[src/rtl/ccu_pkg.sv]
// ccu_pkg: shared constants of the two capture/compare units
// assumes: byte addresses on an APB slave with 32-bit data
package ccu_pkg;
  // register byte offsets
  localparam logic [7:0] OFS_TSEL     = 8'h00;
  localparam logic [7:0] OFS_U1_LOW   = 8'h04;
  localparam logic [7:0] OFS_U1_HIGH  = 8'h08;
  localparam logic [7:0] OFS_U1_CTRL  = 8'h0c;
  localparam logic [7:0] OFS_U2_LOW   = 8'h10;
  localparam logic [7:0] OFS_U2_HIGH  = 8'h14;
  localparam logic [7:0] OFS_U2_CTRL  = 8'h18;
  localparam logic [7:0] OFS_FLAGS    = 8'h1c;
  // field positions
  localparam int TSEL_HIGH_BIT = 6;
  localparam int TSEL_LOW_BIT  = 3;
  localparam logic [7:0] U2_CTRL_MASK = 8'h3f;
  // reset values
  localparam logic [7:0]  RST_BYTE = 8'h00;
  localparam logic [15:0] RST_HALF = 16'h0000;
  localparam logic [31:0] RST_WORD = 32'h0000_0000;
  localparam logic [3:0]  RST_NIB  = 4'h0;
  // mode select field encodings
  localparam logic [3:0] MODE_OFF      = 4'h0;
  localparam logic [3:0] MODE_TOGGLE   = 4'h2;
  localparam logic [3:0] MODE_CAP_FALL = 4'h4;
  localparam logic [3:0] MODE_CAP_RISE = 4'h5;
  localparam logic [3:0] MODE_CAP_4    = 4'h6;
  localparam logic [3:0] MODE_CAP_16   = 4'h7;
  localparam logic [3:0] MODE_CMP_SET  = 4'h8;
  localparam logic [3:0] MODE_CMP_CLR  = 4'h9;
  localparam logic [3:0] MODE_CMP_SOFT = 4'ha;
  localparam logic [3:0] MODE_CMP_TRIG = 4'hb;
  // prescaler terminal masks
  localparam logic [3:0] PRE4_MASK  = 4'h3;
  localparam logic [3:0] PRE16_MASK = 4'hf;
endpackage : ccu_pkg

[src/rtl/ccu_top.sv]
// ccu_top: two capture/compare units with an APB register slave
// assumes: timer counts come from logic on REF_CLK; unit pins are
// asynchronous and synchronised here; timers clear on the pulses
`timescale 1ns/1ps
module ccu_top #(
  parameter int CNT_W = 16
) (
  // clock and reset
  input  wire logic        REF_CLK,
  input  wire logic        RST_N,
  // apb slave
  input  wire logic        PSEL,
  input  wire logic        PENABLE,
  input  wire logic        PWRITE,
  input  wire logic [7:0]  PADDR,
  input  wire logic [31:0] PWDATA,
  output logic      [31:0] PRDATA,
  output logic             PREADY,
  output logic             PSLVERR,
  // timer counts
  input  wire logic [15:0] FIRST_TIMER_COUNT,
  input  wire logic [15:0] SECOND_TIMER_COUNT,
  // unit pins, bit 0 unit one
  input  wire logic [1:0]  UNIT_PIN_IN,
  output logic      [1:0]  UNIT_CMP_OUT,
  output logic      [1:0]  UNIT_PIN_OWNED,
  output logic      [1:0]  UNIT_IRQ_FLAG,
  // triggers
  output logic             FIRST_TIMER_CLEAR,
  output logic             SECOND_TIMER_CLEAR,
  output logic             ADC_START
);

  if (CNT_W != 16) begin : g_bad_width
    $error("count width must be 16");
  end

  typedef struct packed {
    logic [7:0]       tsel;
    logic [1:0][15:0] data;
    logic [1:0][7:0]  ctrl;
    logic [1:0]       flag;
    logic [1:0][3:0]  presc;
    logic [1:0]       sync1;
    logic [1:0]       sync2;
    logic [1:0]       prev;
    logic [1:0]       mprev;
    logic [1:0]       cmp_out;
    logic [1:0]       owned;
    logic             clr1;
    logic             clr2;
    logic             adc;
    logic             pready;
    logic [31:0]      prdata;
    logic             pslverr;
  } ccu_state_s;

  ccu_state_s q;
  ccu_state_s d;
  logic [1:0]       cap_ev;
  logic [1:0]       cmp_ev;
  logic [1:0][15:0] cnt;

  // capture modes share the 01xx pattern
  function automatic logic is_cap(input logic [3:0] m);
    return m[3:2] == 2'b01;
  endfunction : is_cap

  // compare modes: toggle and 10xx
  function automatic logic is_cmp(input logic [3:0] m);
    return (m == ccu_pkg::MODE_TOGGLE) || (m[3:2] == 2'b10);
  endfunction : is_cmp

  // second timer chosen for unit u
  function automatic logic use_second(input logic [7:0] t, input int u);
    if (u == 0)
      return t[ccu_pkg::TSEL_HIGH_BIT];
    return t[ccu_pkg::TSEL_HIGH_BIT] | t[ccu_pkg::TSEL_LOW_BIT];
  endfunction : use_second

  // next state: bus, synchronisers, capture and compare
  always_comb begin
    logic        acc;
    logic        wr;
    logic [3:0]  mode;
    logic        rise;
    logic        fall;
    logic        match;
    logic        cwr;
    logic [7:0]  wb;
    logic [31:0] rdat;
    logic        hit;
    acc    = PSEL & PENABLE;
    wr     = acc & q.pready & PWRITE;
    mode   = ccu_pkg::RST_NIB;
    rise   = 1'b0;
    fall   = 1'b0;
    match  = 1'b0;
    cwr    = 1'b0;
    wb     = PWDATA[7:0];
    rdat   = ccu_pkg::RST_WORD;
    hit    = 1'b1;
    cap_ev = 2'b00;
    cmp_ev = 2'b00;
    d      = q;
    d.clr1 = 1'b0;
    d.clr2 = 1'b0;
    d.adc  = 1'b0;
    // read decode, unmapped answers with pslverr
    if (PADDR == ccu_pkg::OFS_TSEL)
      rdat[7:0] = q.tsel;
    else if (PADDR == ccu_pkg::OFS_U1_LOW)
      rdat[7:0] = q.data[0][7:0];
    else if (PADDR == ccu_pkg::OFS_U1_HIGH)
      rdat[7:0] = q.data[0][15:8];
    else if (PADDR == ccu_pkg::OFS_U1_CTRL)
      rdat[7:0] = q.ctrl[0];
    else if (PADDR == ccu_pkg::OFS_U2_LOW)
      rdat[7:0] = q.data[1][7:0];
    else if (PADDR == ccu_pkg::OFS_U2_HIGH)
      rdat[7:0] = q.data[1][15:8];
    else if (PADDR == ccu_pkg::OFS_U2_CTRL)
      rdat[7:0] = q.ctrl[1];
    else if (PADDR == ccu_pkg::OFS_FLAGS)
      rdat[1:0] = q.flag;
    else
      hit = 1'b0;
    // one wait state, then a one-cycle ready
    d.pready  = acc & ~q.pready;
    d.pslverr = acc & ~q.pready & ~hit;
    if (acc && !q.pready)
      d.prdata = rdat;
    // register writes on the completing edge
    if (wr && hit) begin
      if (PADDR == ccu_pkg::OFS_TSEL)
        d.tsel = wb;
      else if (PADDR == ccu_pkg::OFS_U1_LOW)
        d.data[0][7:0] = wb;
      else if (PADDR == ccu_pkg::OFS_U1_HIGH)
        d.data[0][15:8] = wb;
      else if (PADDR == ccu_pkg::OFS_U2_LOW)
        d.data[1][7:0] = wb;
      else if (PADDR == ccu_pkg::OFS_U2_HIGH)
        d.data[1][15:8] = wb;
      else if (PADDR == ccu_pkg::OFS_FLAGS)
        d.flag = q.flag & ~PWDATA[1:0];
    end
    // pin synchronisers; capture sees the real pin level
    d.sync1 = UNIT_PIN_IN;
    d.sync2 = q.sync1;
    // edge history runs in every mode, so a mode change can meet a stale edge
    d.prev  = q.sync2;
    for (int u = 0; u < 2; u++) begin
      cnt[u] = use_second(q.tsel, u) ? SECOND_TIMER_COUNT
                                     : FIRST_TIMER_COUNT;
      cwr  = wr && (PADDR == (u == 0 ? ccu_pkg::OFS_U1_CTRL
                                     : ccu_pkg::OFS_U2_CTRL));
      mode = q.ctrl[u][3:0];
      rise = q.sync2[u] & ~q.prev[u];
      fall = ~q.sync2[u] & q.prev[u];
      // prescaler runs only while capturing
      if (!is_cap(mode))
        d.presc[u] = ccu_pkg::RST_NIB;
      else if (rise)
        d.presc[u] = q.presc[u] + 4'h1;
      case (mode)
        ccu_pkg::MODE_CAP_FALL: cap_ev[u] = fall;
        ccu_pkg::MODE_CAP_RISE: cap_ev[u] = rise;
        ccu_pkg::MODE_CAP_4:
          cap_ev[u] = rise && ((q.presc[u] & ccu_pkg::PRE4_MASK)
                               == ccu_pkg::PRE4_MASK);
        ccu_pkg::MODE_CAP_16:
          cap_ev[u] = rise && (q.presc[u] == ccu_pkg::PRE16_MASK);
        default: cap_ev[u] = 1'b0;
      endcase
      if (cap_ev[u]) begin
        d.data[u] = cnt[u];
        d.flag[u] = 1'b1;
      end
      // compare fires once per entry into equality
      match      = is_cmp(mode) && (q.data[u] == cnt[u]);
      d.mprev[u] = match;
      cmp_ev[u]  = match & ~q.mprev[u] & ~cwr;
      if (cmp_ev[u]) begin
        d.flag[u] = 1'b1;
        case (mode)
          ccu_pkg::MODE_TOGGLE:   d.cmp_out[u] = ~q.cmp_out[u];
          ccu_pkg::MODE_CMP_SET:  d.cmp_out[u] = 1'b1;
          ccu_pkg::MODE_CMP_CLR:  d.cmp_out[u] = 1'b0;
          ccu_pkg::MODE_CMP_TRIG: begin
            if (use_second(q.tsel, u))
              d.clr2 = 1'b1;
            else
              d.clr1 = 1'b1;
            if (u == 1)
              d.adc = 1'b1;
          end
          default: d.cmp_out[u] = q.cmp_out[u];
        endcase
      end
      // set, clear or zero control write sets the starting level of the latch
      if (cwr) begin
        d.ctrl[u] = (u == 1) ? (wb & ccu_pkg::U2_CTRL_MASK) : wb;
        if (wb[3:0] == ccu_pkg::MODE_CMP_CLR)
          d.cmp_out[u] = 1'b1;
        else if (wb[3:0] == ccu_pkg::MODE_CMP_SET || wb == ccu_pkg::RST_BYTE)
          d.cmp_out[u] = 1'b0;
      end
      // pin belongs to the unit in driving compare modes
      d.owned[u] = (d.ctrl[u][3:0] == ccu_pkg::MODE_TOGGLE) ||
                   (d.ctrl[u][3:0] == ccu_pkg::MODE_CMP_SET) ||
                   (d.ctrl[u][3:0] == ccu_pkg::MODE_CMP_CLR);
    end
  end

  // state register
  always_ff @(posedge REF_CLK or negedge RST_N) begin
    if (!RST_N) begin
      q.tsel    <= ccu_pkg::RST_BYTE;
      q.data    <= {ccu_pkg::RST_HALF, ccu_pkg::RST_HALF};
      q.ctrl    <= {ccu_pkg::RST_BYTE, ccu_pkg::RST_BYTE};
      q.flag    <= 2'b00;
      q.presc   <= {ccu_pkg::RST_NIB, ccu_pkg::RST_NIB};
      q.sync1   <= 2'b00;
      q.sync2   <= 2'b00;
      q.prev    <= 2'b00;
      q.mprev   <= 2'b00;
      q.cmp_out <= 2'b00;
      q.owned   <= 2'b00;
      q.clr1    <= 1'b0;
      q.clr2    <= 1'b0;
      q.adc     <= 1'b0;
      q.pready  <= 1'b0;
      q.prdata  <= ccu_pkg::RST_WORD;
      q.pslverr <= 1'b0;
    end else begin
      q <= d;
    end
  end

  // outputs straight from the state register
  assign PRDATA             = q.prdata;
  assign PREADY             = q.pready;
  assign PSLVERR            = q.pslverr;
  assign UNIT_CMP_OUT       = q.cmp_out;
  assign UNIT_PIN_OWNED     = q.owned;
  assign UNIT_IRQ_FLAG      = q.flag;
  assign FIRST_TIMER_CLEAR  = q.clr1;
  assign SECOND_TIMER_CLEAR = q.clr2;
  assign ADC_START          = q.adc;
endmodule : ccu_top

[config.mk]
export PLATFORM = sky130hd
export DESIGN_NAME = ccu_top
export DESIGN_NICKNAME = d
export VERILOG_FILES = /design/src/rtl/ccu_pkg.sv /design/src/rtl/ccu_top.sv
export SDC_FILE = /design/constraint.sdc
export NUM_CORES = 1
export LEC_CHECK = 0
export BUFFER_PORTS_ARGS = -buffer_cell sky130_fd_sc_hd__clkbuf_2
export CAP_MARGIN = 20
export CORE_MARGIN = 8
export CORE_UTILIZATION = 39
export DETAILED_ROUTE_END_ITERATION = 10
export SKIP_CTS_REPAIR_TIMING = 1
export SYNTH_ARGS = -nofsm -noshare
export SYNTH_HDL_FRONTEND = slang
export SYNTH_SLANG_ARGS = --single-unit
export TNS_END_PERCENT = 30
[constraint.sdc]
create_clock -name REF_CLK -period 3.4 [get_ports REF_CLK]
set_clock_uncertainty 0.1 [all_clocks]
set_input_delay 0.51 -clock REF_CLK [delete_from_list [all_inputs] [get_ports REF_CLK]]
set_output_delay 0.51 -clock REF_CLK [all_outputs]
set_load 0.05 [all_outputs]
Yosys cells after proc, flatten, opt, wreduce, memory -nomap -nowiden
Index checks and enable logic that the tools add are counted.

cells by class
  $add $sub $neg = 2
  equality and inequality tests = 59
  multiplexer cells = 72
  bitwise logic cells = 28
  reduce and logical (&&, ||, !) cells = 37

operator list
  cell                                           number
  2-to-1 mux 8 bit                               11
  2-to-1 mux 16 bit                              5
  2-to-1 mux 32 bit                              2
  == test 4 bit, second input constant           14
  == test 16 bit                                 2
  == test 4 x 3 -> 1 bit, second input constant  8
  == test 8 x 5 -> 1 bit, second input constant  4
  != test 3 bit, second input constant           10
  2-to-1 mux 1 bit                               29
  2-to-1 mux 4 bit                               7
  2-to-1 mux 24 bit                              1
  2-to-1 mux 2 bit                               11
  == test 4 x 2 -> 1 bit, second input constant  4
  == test 8 x 4 -> 1 bit, second input constant  2
  zero test 8 bit                                2
  != test 2 bit, second input constant           8
  AND reduction 7 bit                            2
  AND 1 bit                                      13
  inverter 1 bit                                 12
  nonzero test 2 bit                             6
  nonzero test 3 bit                             4
  logical AND 1 bit                              10
  adder 4 x 1 -> 4 bit, second input constant    2
  == test 2 bit, second input constant           4
  15 further kinds                               25

word-level totals
  register bits = 89
  input bits = 79
  output and inout port bits = 43

Longest topological paths before layout
Gate-level depths: netlist (run 1).

  word-level depth = 16
  gate-level depth with buffers = 9
  depth with buffers taken out = 6

Least setup slack after synthesis (run 1)
No wires, ideal clock.

  path kind = register -> register
  start point = reg q (netlist bit PREADY)
  end point = reg q (netlist bit UNIT_PIN_OWNED[0])
  library setup time = 0.077 ns
  data arrival time = 2.420 ns
  data required time = 3.223 ns
  path slack = 0.803 ns
  cell stages (with the launch flop) = 7
  path buffers = 1
  cells stage by stage = dfrtp_1 nand4_1 or4b_4 buf_6 mux2_4 or3_1 a21oi_1

RTL lines
  what             RTL line       text
  start, declared  ccu_top.sv:58  ccu_state_s q;

Worst setup path after layout (run 1)
  start point = reg q[113] (netlist name)
  end point = reg q (netlist bit UNIT_IRQ_FLAG[1])

on the way
  word-level cells in the longest chain between the ends = 8

RTL lines
  what                                                                         RTL line        text
  OR 1 bit (*)                                                                 ccu_top.sv:78   return t[ccu_pkg::TSEL_HIGH_BIT] | t[ccu_pkg::TSEL_LOW_BIT];
  2-to-1 mux 16 bit (*)                                                        ccu_top.sv:154  cnt[u] = use_second(q.tsel, u) ? SECOND_TIMER_COUNT
  == test 16 bit (*)                                                           ccu_top.sv:181  match = is_cmp(mode) && (q.data[u] == cnt[u]);
  logical AND 1 bit (*)                                                        ccu_top.sv:181
  AND 1 bit (*) (2 in a row)                                                   ccu_top.sv:183  cmp_ev[u] = match & ~q.mprev[u] & ~cwr;
  != test 3 bit (no source line) / nonzero test 3 bit (equally long branches)  -
  AND reduction 7 bit (no source line)                                         -

Every way passes the cells marked *; elsewhere a longest branch is shown, timed or not.
A chain may end at the register's enable or synchronous reset.

==> impl_results.md, run 1 <==
- Crit path max-delay family: compound AO/OA/AOI/OAI gates
- PwrDens: 379.7 nW/um^2
- Register area share after synthesis: 38.79%
- Largest net degree at the start of global routing: 49
- Clock buffer depth: 2
- Final TNS setup: 0 ps
- P&R area growth vs syn: 11.46%
- Synthesized area per cell: 9.367 sq um
- Worst EP arrival: 3290 ps
- Met1 Use GR: 25.34%
- CP Launch Type: register
- Core Util, Final: 44.20%
- Drt total wl: 16,740 um
- Nets: 747
- Clock Latency Late Sink: 360 ps
- Worst VDD drop: 0.0003001 V
- Post-Syn Area: 5742 sq um
- Maxcap violations: 0
- Final setup violation count: 0
- Worst setup EP type: register
- I/O Buffers: 73
- Share of cells above drive strength 1: 23.70%
- CP cell instances: or2_1 -> mux2i_1 -> xnor2_1 -> a2111oi_2 -> nand3_1 -> o31ai_1
- RSZ-0062 raised after global routing: no
- Sw power: 730.3 uW
- WHS: 57.24 ps
- Synth Instances: 613
- Vias in the first global route: 4,675
- Required time worst endpoint: 3560 ps
- Min-Delay Path Class: in -> async
- Clock root buffer: clkbuf_16
- Boundary Pins: 122
- CTS buffer count: 9
- Die width: 137.3 um
- Core Rows: 44
- Period utilisation layout: 92.08%
- Drt via density: 5.556
- Global placement routability congestion: 0.8854
- Critical path class: reg -> reg
- Clock power share: 40.4%
- Fin crit period: 3131 ps
- Clock sinks: 89
- Number of synthesized flops with an enable pin: 0
- Flop-to-flop setup slack: 270 ps
- Synth Register Bits: 89
- DR iter-0 viols: 371
- H-tree levels: 3
- Top FF cell, synth: dfrtp_1
- Grt met3 use: 4.960%
- Fillers: 1,413
- Asr flop ratio synth: 100.0%
- GRT Total Usage: 18.13%
- Post-DP HPWL: 12,660 um
- Gr busiest metal: met2
- Switching Fraction: 30.05%
- R2r endpoint: UNIT_IRQ_FLAG[1]
- CP peak stage delay: 720 ps
- Standby leakage power: 2.952 nW
- Int Power: 1.700 mW
- DRC viols: 0
- Max Transition Viols Final: 0
- Reg2reg start: q[113]
- CTS tree: yes
- Endpoints failing hold: 0
- Critical-path top delay cell: a2111oi_2
- Die area: 18,860 sq um
- WP buf/inv: 0
- Clk pin slew, worst setup/hold paths: 70 ps
- TritonRoute pass-1 iters: 4
- Die H: 137.3 um
- Initial Util: 39.66%
- Reg2reg path depth: 6
- Ys Warns: 0
- Wire per inst: 19.58 um
- Slew @ Worst Pin: 942.5 ps
- Worst rel slew slack: 36.93%
- ANT cells: 0
- Antenna violations before repair: 0
- Routed Antenna Nets: 0
- F_max: 319.4 MHz
- Worst-path fanout max: 14
- Total gr overflow: 0
- Comb pwr share: 13.8%
- Status: complete, no violations
- Grt met2 use: 26.46%
- Global-route wire length before repair: 26,120 um
- Core area: 14,480 sq um
- Reg power frac: 45.8%
- Synth cell types: 64
- Via count: 4,750
[final cells by class]
class	count	area, sq um	share of cell area (%)
clock buffers	9	225.2	3.519
repair buffers	86	465.4	7.273
multi-input cells	462	3122	48.78
inverters	18	67.56	1.056
clock inverters	7	62.56	0.9775
flip-flops and latches	89	2227	34.80
well taps	184	230.2	3.597
[synthesized netlist by cell type (all sizes together) (4+ instances only)]
library cell,instances,area (sq um)
a221oi,4,35.03
clkbuf,20,75.07
xnor2,20,175.2
nor3,8,45.04
o22ai,8,50.05
or2,4,25.03
inv,18,67.56
dfrtp,89,2227
nor2b,11,68.82
nand2,56,210.2
nor4,11,87.59
mux2i,47,470.5
nor2,55,206.5
a21oi,27,135.1
buf,47,342.8
nand3,12,60.06
mux2,43,491.7
xor2,15,131.4
nand4,8,50.05
o21ai,38,190.2
nand2b,7,43.79
a221o,5,50.05
[cell families (layout without fill, tap and decap cells)]
| logic type | after synthesis | after routing | share of synthesized area [%] |
|---|---|---|---|
| simple gates | 190 | 190 | 16.32 |
| xor+xnor | 35 | 35 | 5.339 |
| fa+ha+maj | 2 | 2 | 0.4358 |
| mux | 90 | 90 | 16.76 |
| other cells | 1 | 24 | 0.06531 |
| buf+inv | 85 | 120 | 8.455 |
| compound gates | 121 | 121 | 13.84 |
| flops | 89 | 89 | 38.79 |
[worst register-to-register path, stage by stage (launching register included)]
cell       delay [ps]
dfrtp_1           680
or2_1             610
mux2i_1           340
xnor2_1           150
a2111oi_2         720
nand3_1           190
o31ai_1           240
[power by group through the flow]
stage                     Clock [mW]  Combinational (mW)  Sequential, mW
after floorplan                    0               0.234            1.13
after global placement             0               0.327            1.13
after detailed placement           0               0.333            1.13
after CTS                       1.00               0.334            1.11
after global routing            1.04               0.364            1.11
final                          0.983               0.335            1.11
[per-layer routing]
| layer | wire length (um) | up-vias |
|---|---|---|
| met5 | 0 | - |
| met4 | 313 | 0 |
| met3 | 1270 | 26 |
| met2 | 7251 | 189 |
| met1 | 7906 | 2298 |
| li1 | - | 2237 |
[through the flow]
stage	cell area (sq um)	setup slack, ps	std cells	total power [mW]
after floorplan	5828	802.8	636	1.361
after global placement	6112	349.3	839	1.457
after detailed placement	6112	302.2	839	1.464
after CTS	6400	276.7	855	2.447
after global routing	6400	83.05	855	2.520
final	6400	269.2	855	2.430
[registers in the layout (all words and copies together), names as in the netlist, 2 cells and up]
name and cells:
UNIT_IRQ_FLAG 2, UNIT_CMP_OUT 2, PRDATA 8, d 4, UNIT_PIN_OWNED 2, q 66
[placed cells by master, fill, tap and decap left out, drive strengths merged, types with 3 or more instances in the layout]
master | Yosys | layout
a2111oi | 3 | 3
a21oi | 27 | 27
a221o | 5 | 5
a221oi | 4 | 4
a22oi | 3 | 3
and2 | 3 | 3
buf | 47 | 14
clkbuf | 20 | 81
clkinv | 0 | 3
conb | 1 | 24
dfrtp | 89 | 89
inv | 18 | 21
mux2 | 43 | 43
mux2i | 47 | 47
nand2 | 56 | 56
nand2b | 7 | 7
nand3 | 12 | 12
nand4 | 8 | 8
nor2 | 55 | 55
nor2b | 11 | 11
nor3 | 8 | 8
nor4 | 11 | 11
o2111a | 3 | 3
o211ai | 3 | 3
o21ai | 38 | 38
o22ai | 8 | 8
o31ai | 3 | 3
or2 | 4 | 4
or4 | 3 | 3
xnor2 | 20 | 20
xor2 | 15 | 15
[worst max path at each step]
stage | from | endpoint | slack, ps | depth (start not counted)
floorplan | PREADY | UNIT_PIN_OWNED[0] | 800 | 6
global placement | q[113] | UNIT_CMP_OUT[1] | 350 | 6
detailed placement | q[113] | UNIT_IRQ_FLAG[1] | 300 | 6
CTS | q[113] | UNIT_IRQ_FLAG[1] | 280 | 6
global route | q[113] | UNIT_IRQ_FLAG[1] | 80 | 7
finish | q[113] | UNIT_IRQ_FLAG[1] | 270 | 6
Note: power is estimated with default switching activity, not from simulation.
==> inputs of run 2 (changes only) <==
Settings changed: BUFFER_PORTS_ARGS -buffer_cell sky130_fd_sc_hd__clkbuf_2 to unset, DONT_BUFFER_PORTS set to 1.
==> run 2 against run 1 <==
- via count is 4.7% lower
- cell count is 8.7% lower
- register-to-register slack better by 30 ps
- clock power is 12% higher
- first-iteration DRC count is 0.27% lower
- total power is 1.8% higher
- sequential share of layout area is 1.8 points higher
- utilization is 2.1 points lower
- sequential cell count stayed put
- sequential power hardly changed
- wire length is 0.85% lower
- clock-buffer cell count is 2 higher
- critical path type unchanged
==> impl_results.md, run 2 (synthesis results as in run 1) <==
- Status: complete, no violations
- I/O Buffers: 0
- Maxcap violations: 0
- Initial Util: 39.66%
- Antenna violations before repair: 0
- CP peak stage delay: 720 ps
- Final Non-Filler Cells: 781
- Fin crit period: 3100 ps
- H-tree levels: 3
- Post-DP HPWL: 12,460 um
- CTS buffer count: 9
- Design Area, Final: 6093 sq um
- Area of the multi-input gates: 3122 sq um
- CP cell instances: buf_12 -> or2_1 -> mux2i_1 -> xnor2_1 -> a2111oi_2 -> nand3_1 -> o31ai_1
- Wire per inst: 21.25 um
- Clock root buffer: clkbuf_16
- Worst setup EP type: register
- Nets: 673
- Worst rel slew slack: 37.55%
- Slew @ Worst Pin: 936.8 ps
- Vias in the first global route: 4,478
- Standby leakage power: 2.664 nW
- Clock Latency Late Sink: 350 ps
- Largest net degree at the start of global routing: 90
- Critical-path top delay cell: a2111oi_2
- Commonest cells after routing, fill and taps aside: dfrtp_1 (89), nand2_1 (56), nor2_1 (55)
- Critical path class: reg -> reg
- CP Launch Type: register
- Drt via density: 5.798
- Clock sinks: 89
- DRC viols: 0
- Reg2reg start: q[113]
- Final setup violation count: 0
- GRT Total Usage: 18.06%
- Flop-to-flop setup slack: 300 ps
- Worst Hold Path Cells: 0
- Max FFs per register: 66
- Core Rows: 44
- R2r endpoint: UNIT_IRQ_FLAG[1]
- F_max: 322.6 MHz
- Boundary Pins: 122
- Via count: 4,528
- TritonRoute pass-1 iters: 4
- CTS tree: yes
- Core Util, Final: 42.08%
- Drt total wl: 16,600 um
- Global placement routability congestion: 0.8618
- Clock buffer depth: 2
- Clock power share: 44.4%
- ANT cells: 0
- Final TNS setup: 0 ps
- Min-Delay Path Class: in -> reg
- Reg2reg path depth: 7
- Global-route wire length before repair: 25,660 um
- Switching Fraction: 25.90%
- Total gr overflow: 0
- Routed Antenna Nets: 0
- Die area: 18,860 sq um
- Int Power: 1.833 mW
- Sw power: 640.5 uW
- Fillers: 1,425
- Comb pwr share: 10.1%
- DP Area: 5734 sq um
- Die H: 137.3 um
- Core area: 14,480 sq um
- DR iter-0 viols: 370
- PwrDens: 405.9 nW/um^2
- Share of cells above drive strength 1: 13.90%
- Die width: 137.3 um
- Destination of the worst hold path: d[45]
- Worst-path fanout max: 25
- Endpoints failing hold: 0
- Period utilisation layout: 91.16%
- Cells after DPL: 763
- P&R area growth vs syn: 6.123%
- Reg with most FFs: q
- FF/Latch Area: 2227 sq um
- Reg power frac: 45.5%
- Worst EP arrival: 3250 ps
- RSZ-0062 raised after global routing: no
- Worst VDD drop: 0.0002429 V
- Max Transition Viols Final: 0
- Most common cell after layout, fill and taps aside: dfrtp_1
- Clk pin slew, worst setup/hold paths: 70 ps
- HP Start: UNIT_PIN_IN[0]
- Required time worst endpoint: 3560 ps
[run 2: cell types whose count changed in the layout (fill, tap and decap cells not counted), sizes merged]
| cell | change |
|---|---|
| bufinv | +2 |
| buf | -3 |
| clkinvlp | -1 |
| dlygate4sd3 | +1 |
| inv | -3 |
| clkbuf | -70 |
[run 2: worst max-delay path by stage]
stage	end	slack (ps)	from	cells past startpoint
final	UNIT_IRQ_FLAG[1]	300	q[113]	7
after global routing	UNIT_IRQ_FLAG[1]	60	q[113]	7
after CTS	UNIT_IRQ_FLAG[1]	300	q[113]	7
after detailed placement	UNIT_IRQ_FLAG[1]	330	q[113]	7
after global placement	UNIT_CMP_OUT[1]	430	q[113]	7
after floorplan	UNIT_PIN_OWNED[0]	800	PREADY	6
[run 2: cell type report]
class / count / share of cell area, %
repair buffers: 12 / 2.053
inverters: 18 / 1.109
multi-input cells: 462 / 51.23
clock inverters: 5 / 1.294
clock buffers: 11 / 3.984
flip-flops and latches: 89 / 36.55
well taps: 184 / 3.778
[run 2: routing by layer]
metal,part of all wire (%),GRT usage [%]
met5,0,0
met4,2.5,6.880
met3,11,6.309
met2,42,25.70
met1,45,24.56
[run 2: worst max-delay path, delay by kind of cell, from the launching register on]
kind	cells	cell delay, ps
buf+inv	1	220
xor+xnor	1	120
simple gates	2	730
flops	1	420
mux	1	420
compound gates	2	980
[run 2: power by group through the flow]
stage          sequential [mW]  clock (mW)  combinational (mW)
2_1_floorplan             1.13           0               0.234
3_3_place_gp              1.14           0               0.218
3_5_place_dp              1.14           0               0.222
4_1_cts                   1.12        1.11               0.223
5_1_grt                   1.13        1.15               0.275
6_report                  1.12        1.10               0.250
[run 2: through the flow]
step	setup slack [ps]	power (mW)	hold WS (ps)
5_1_grt	61.91	2.554	67.72
3_5_place_dp	332.3	1.366	118.5
4_1_cts	304.1	2.460	-257.9
6_report	300.5	2.473	80.91
2_1_floorplan	802.8	1.361	114.4
3_3_place_gp	427.0	1.361	118.6
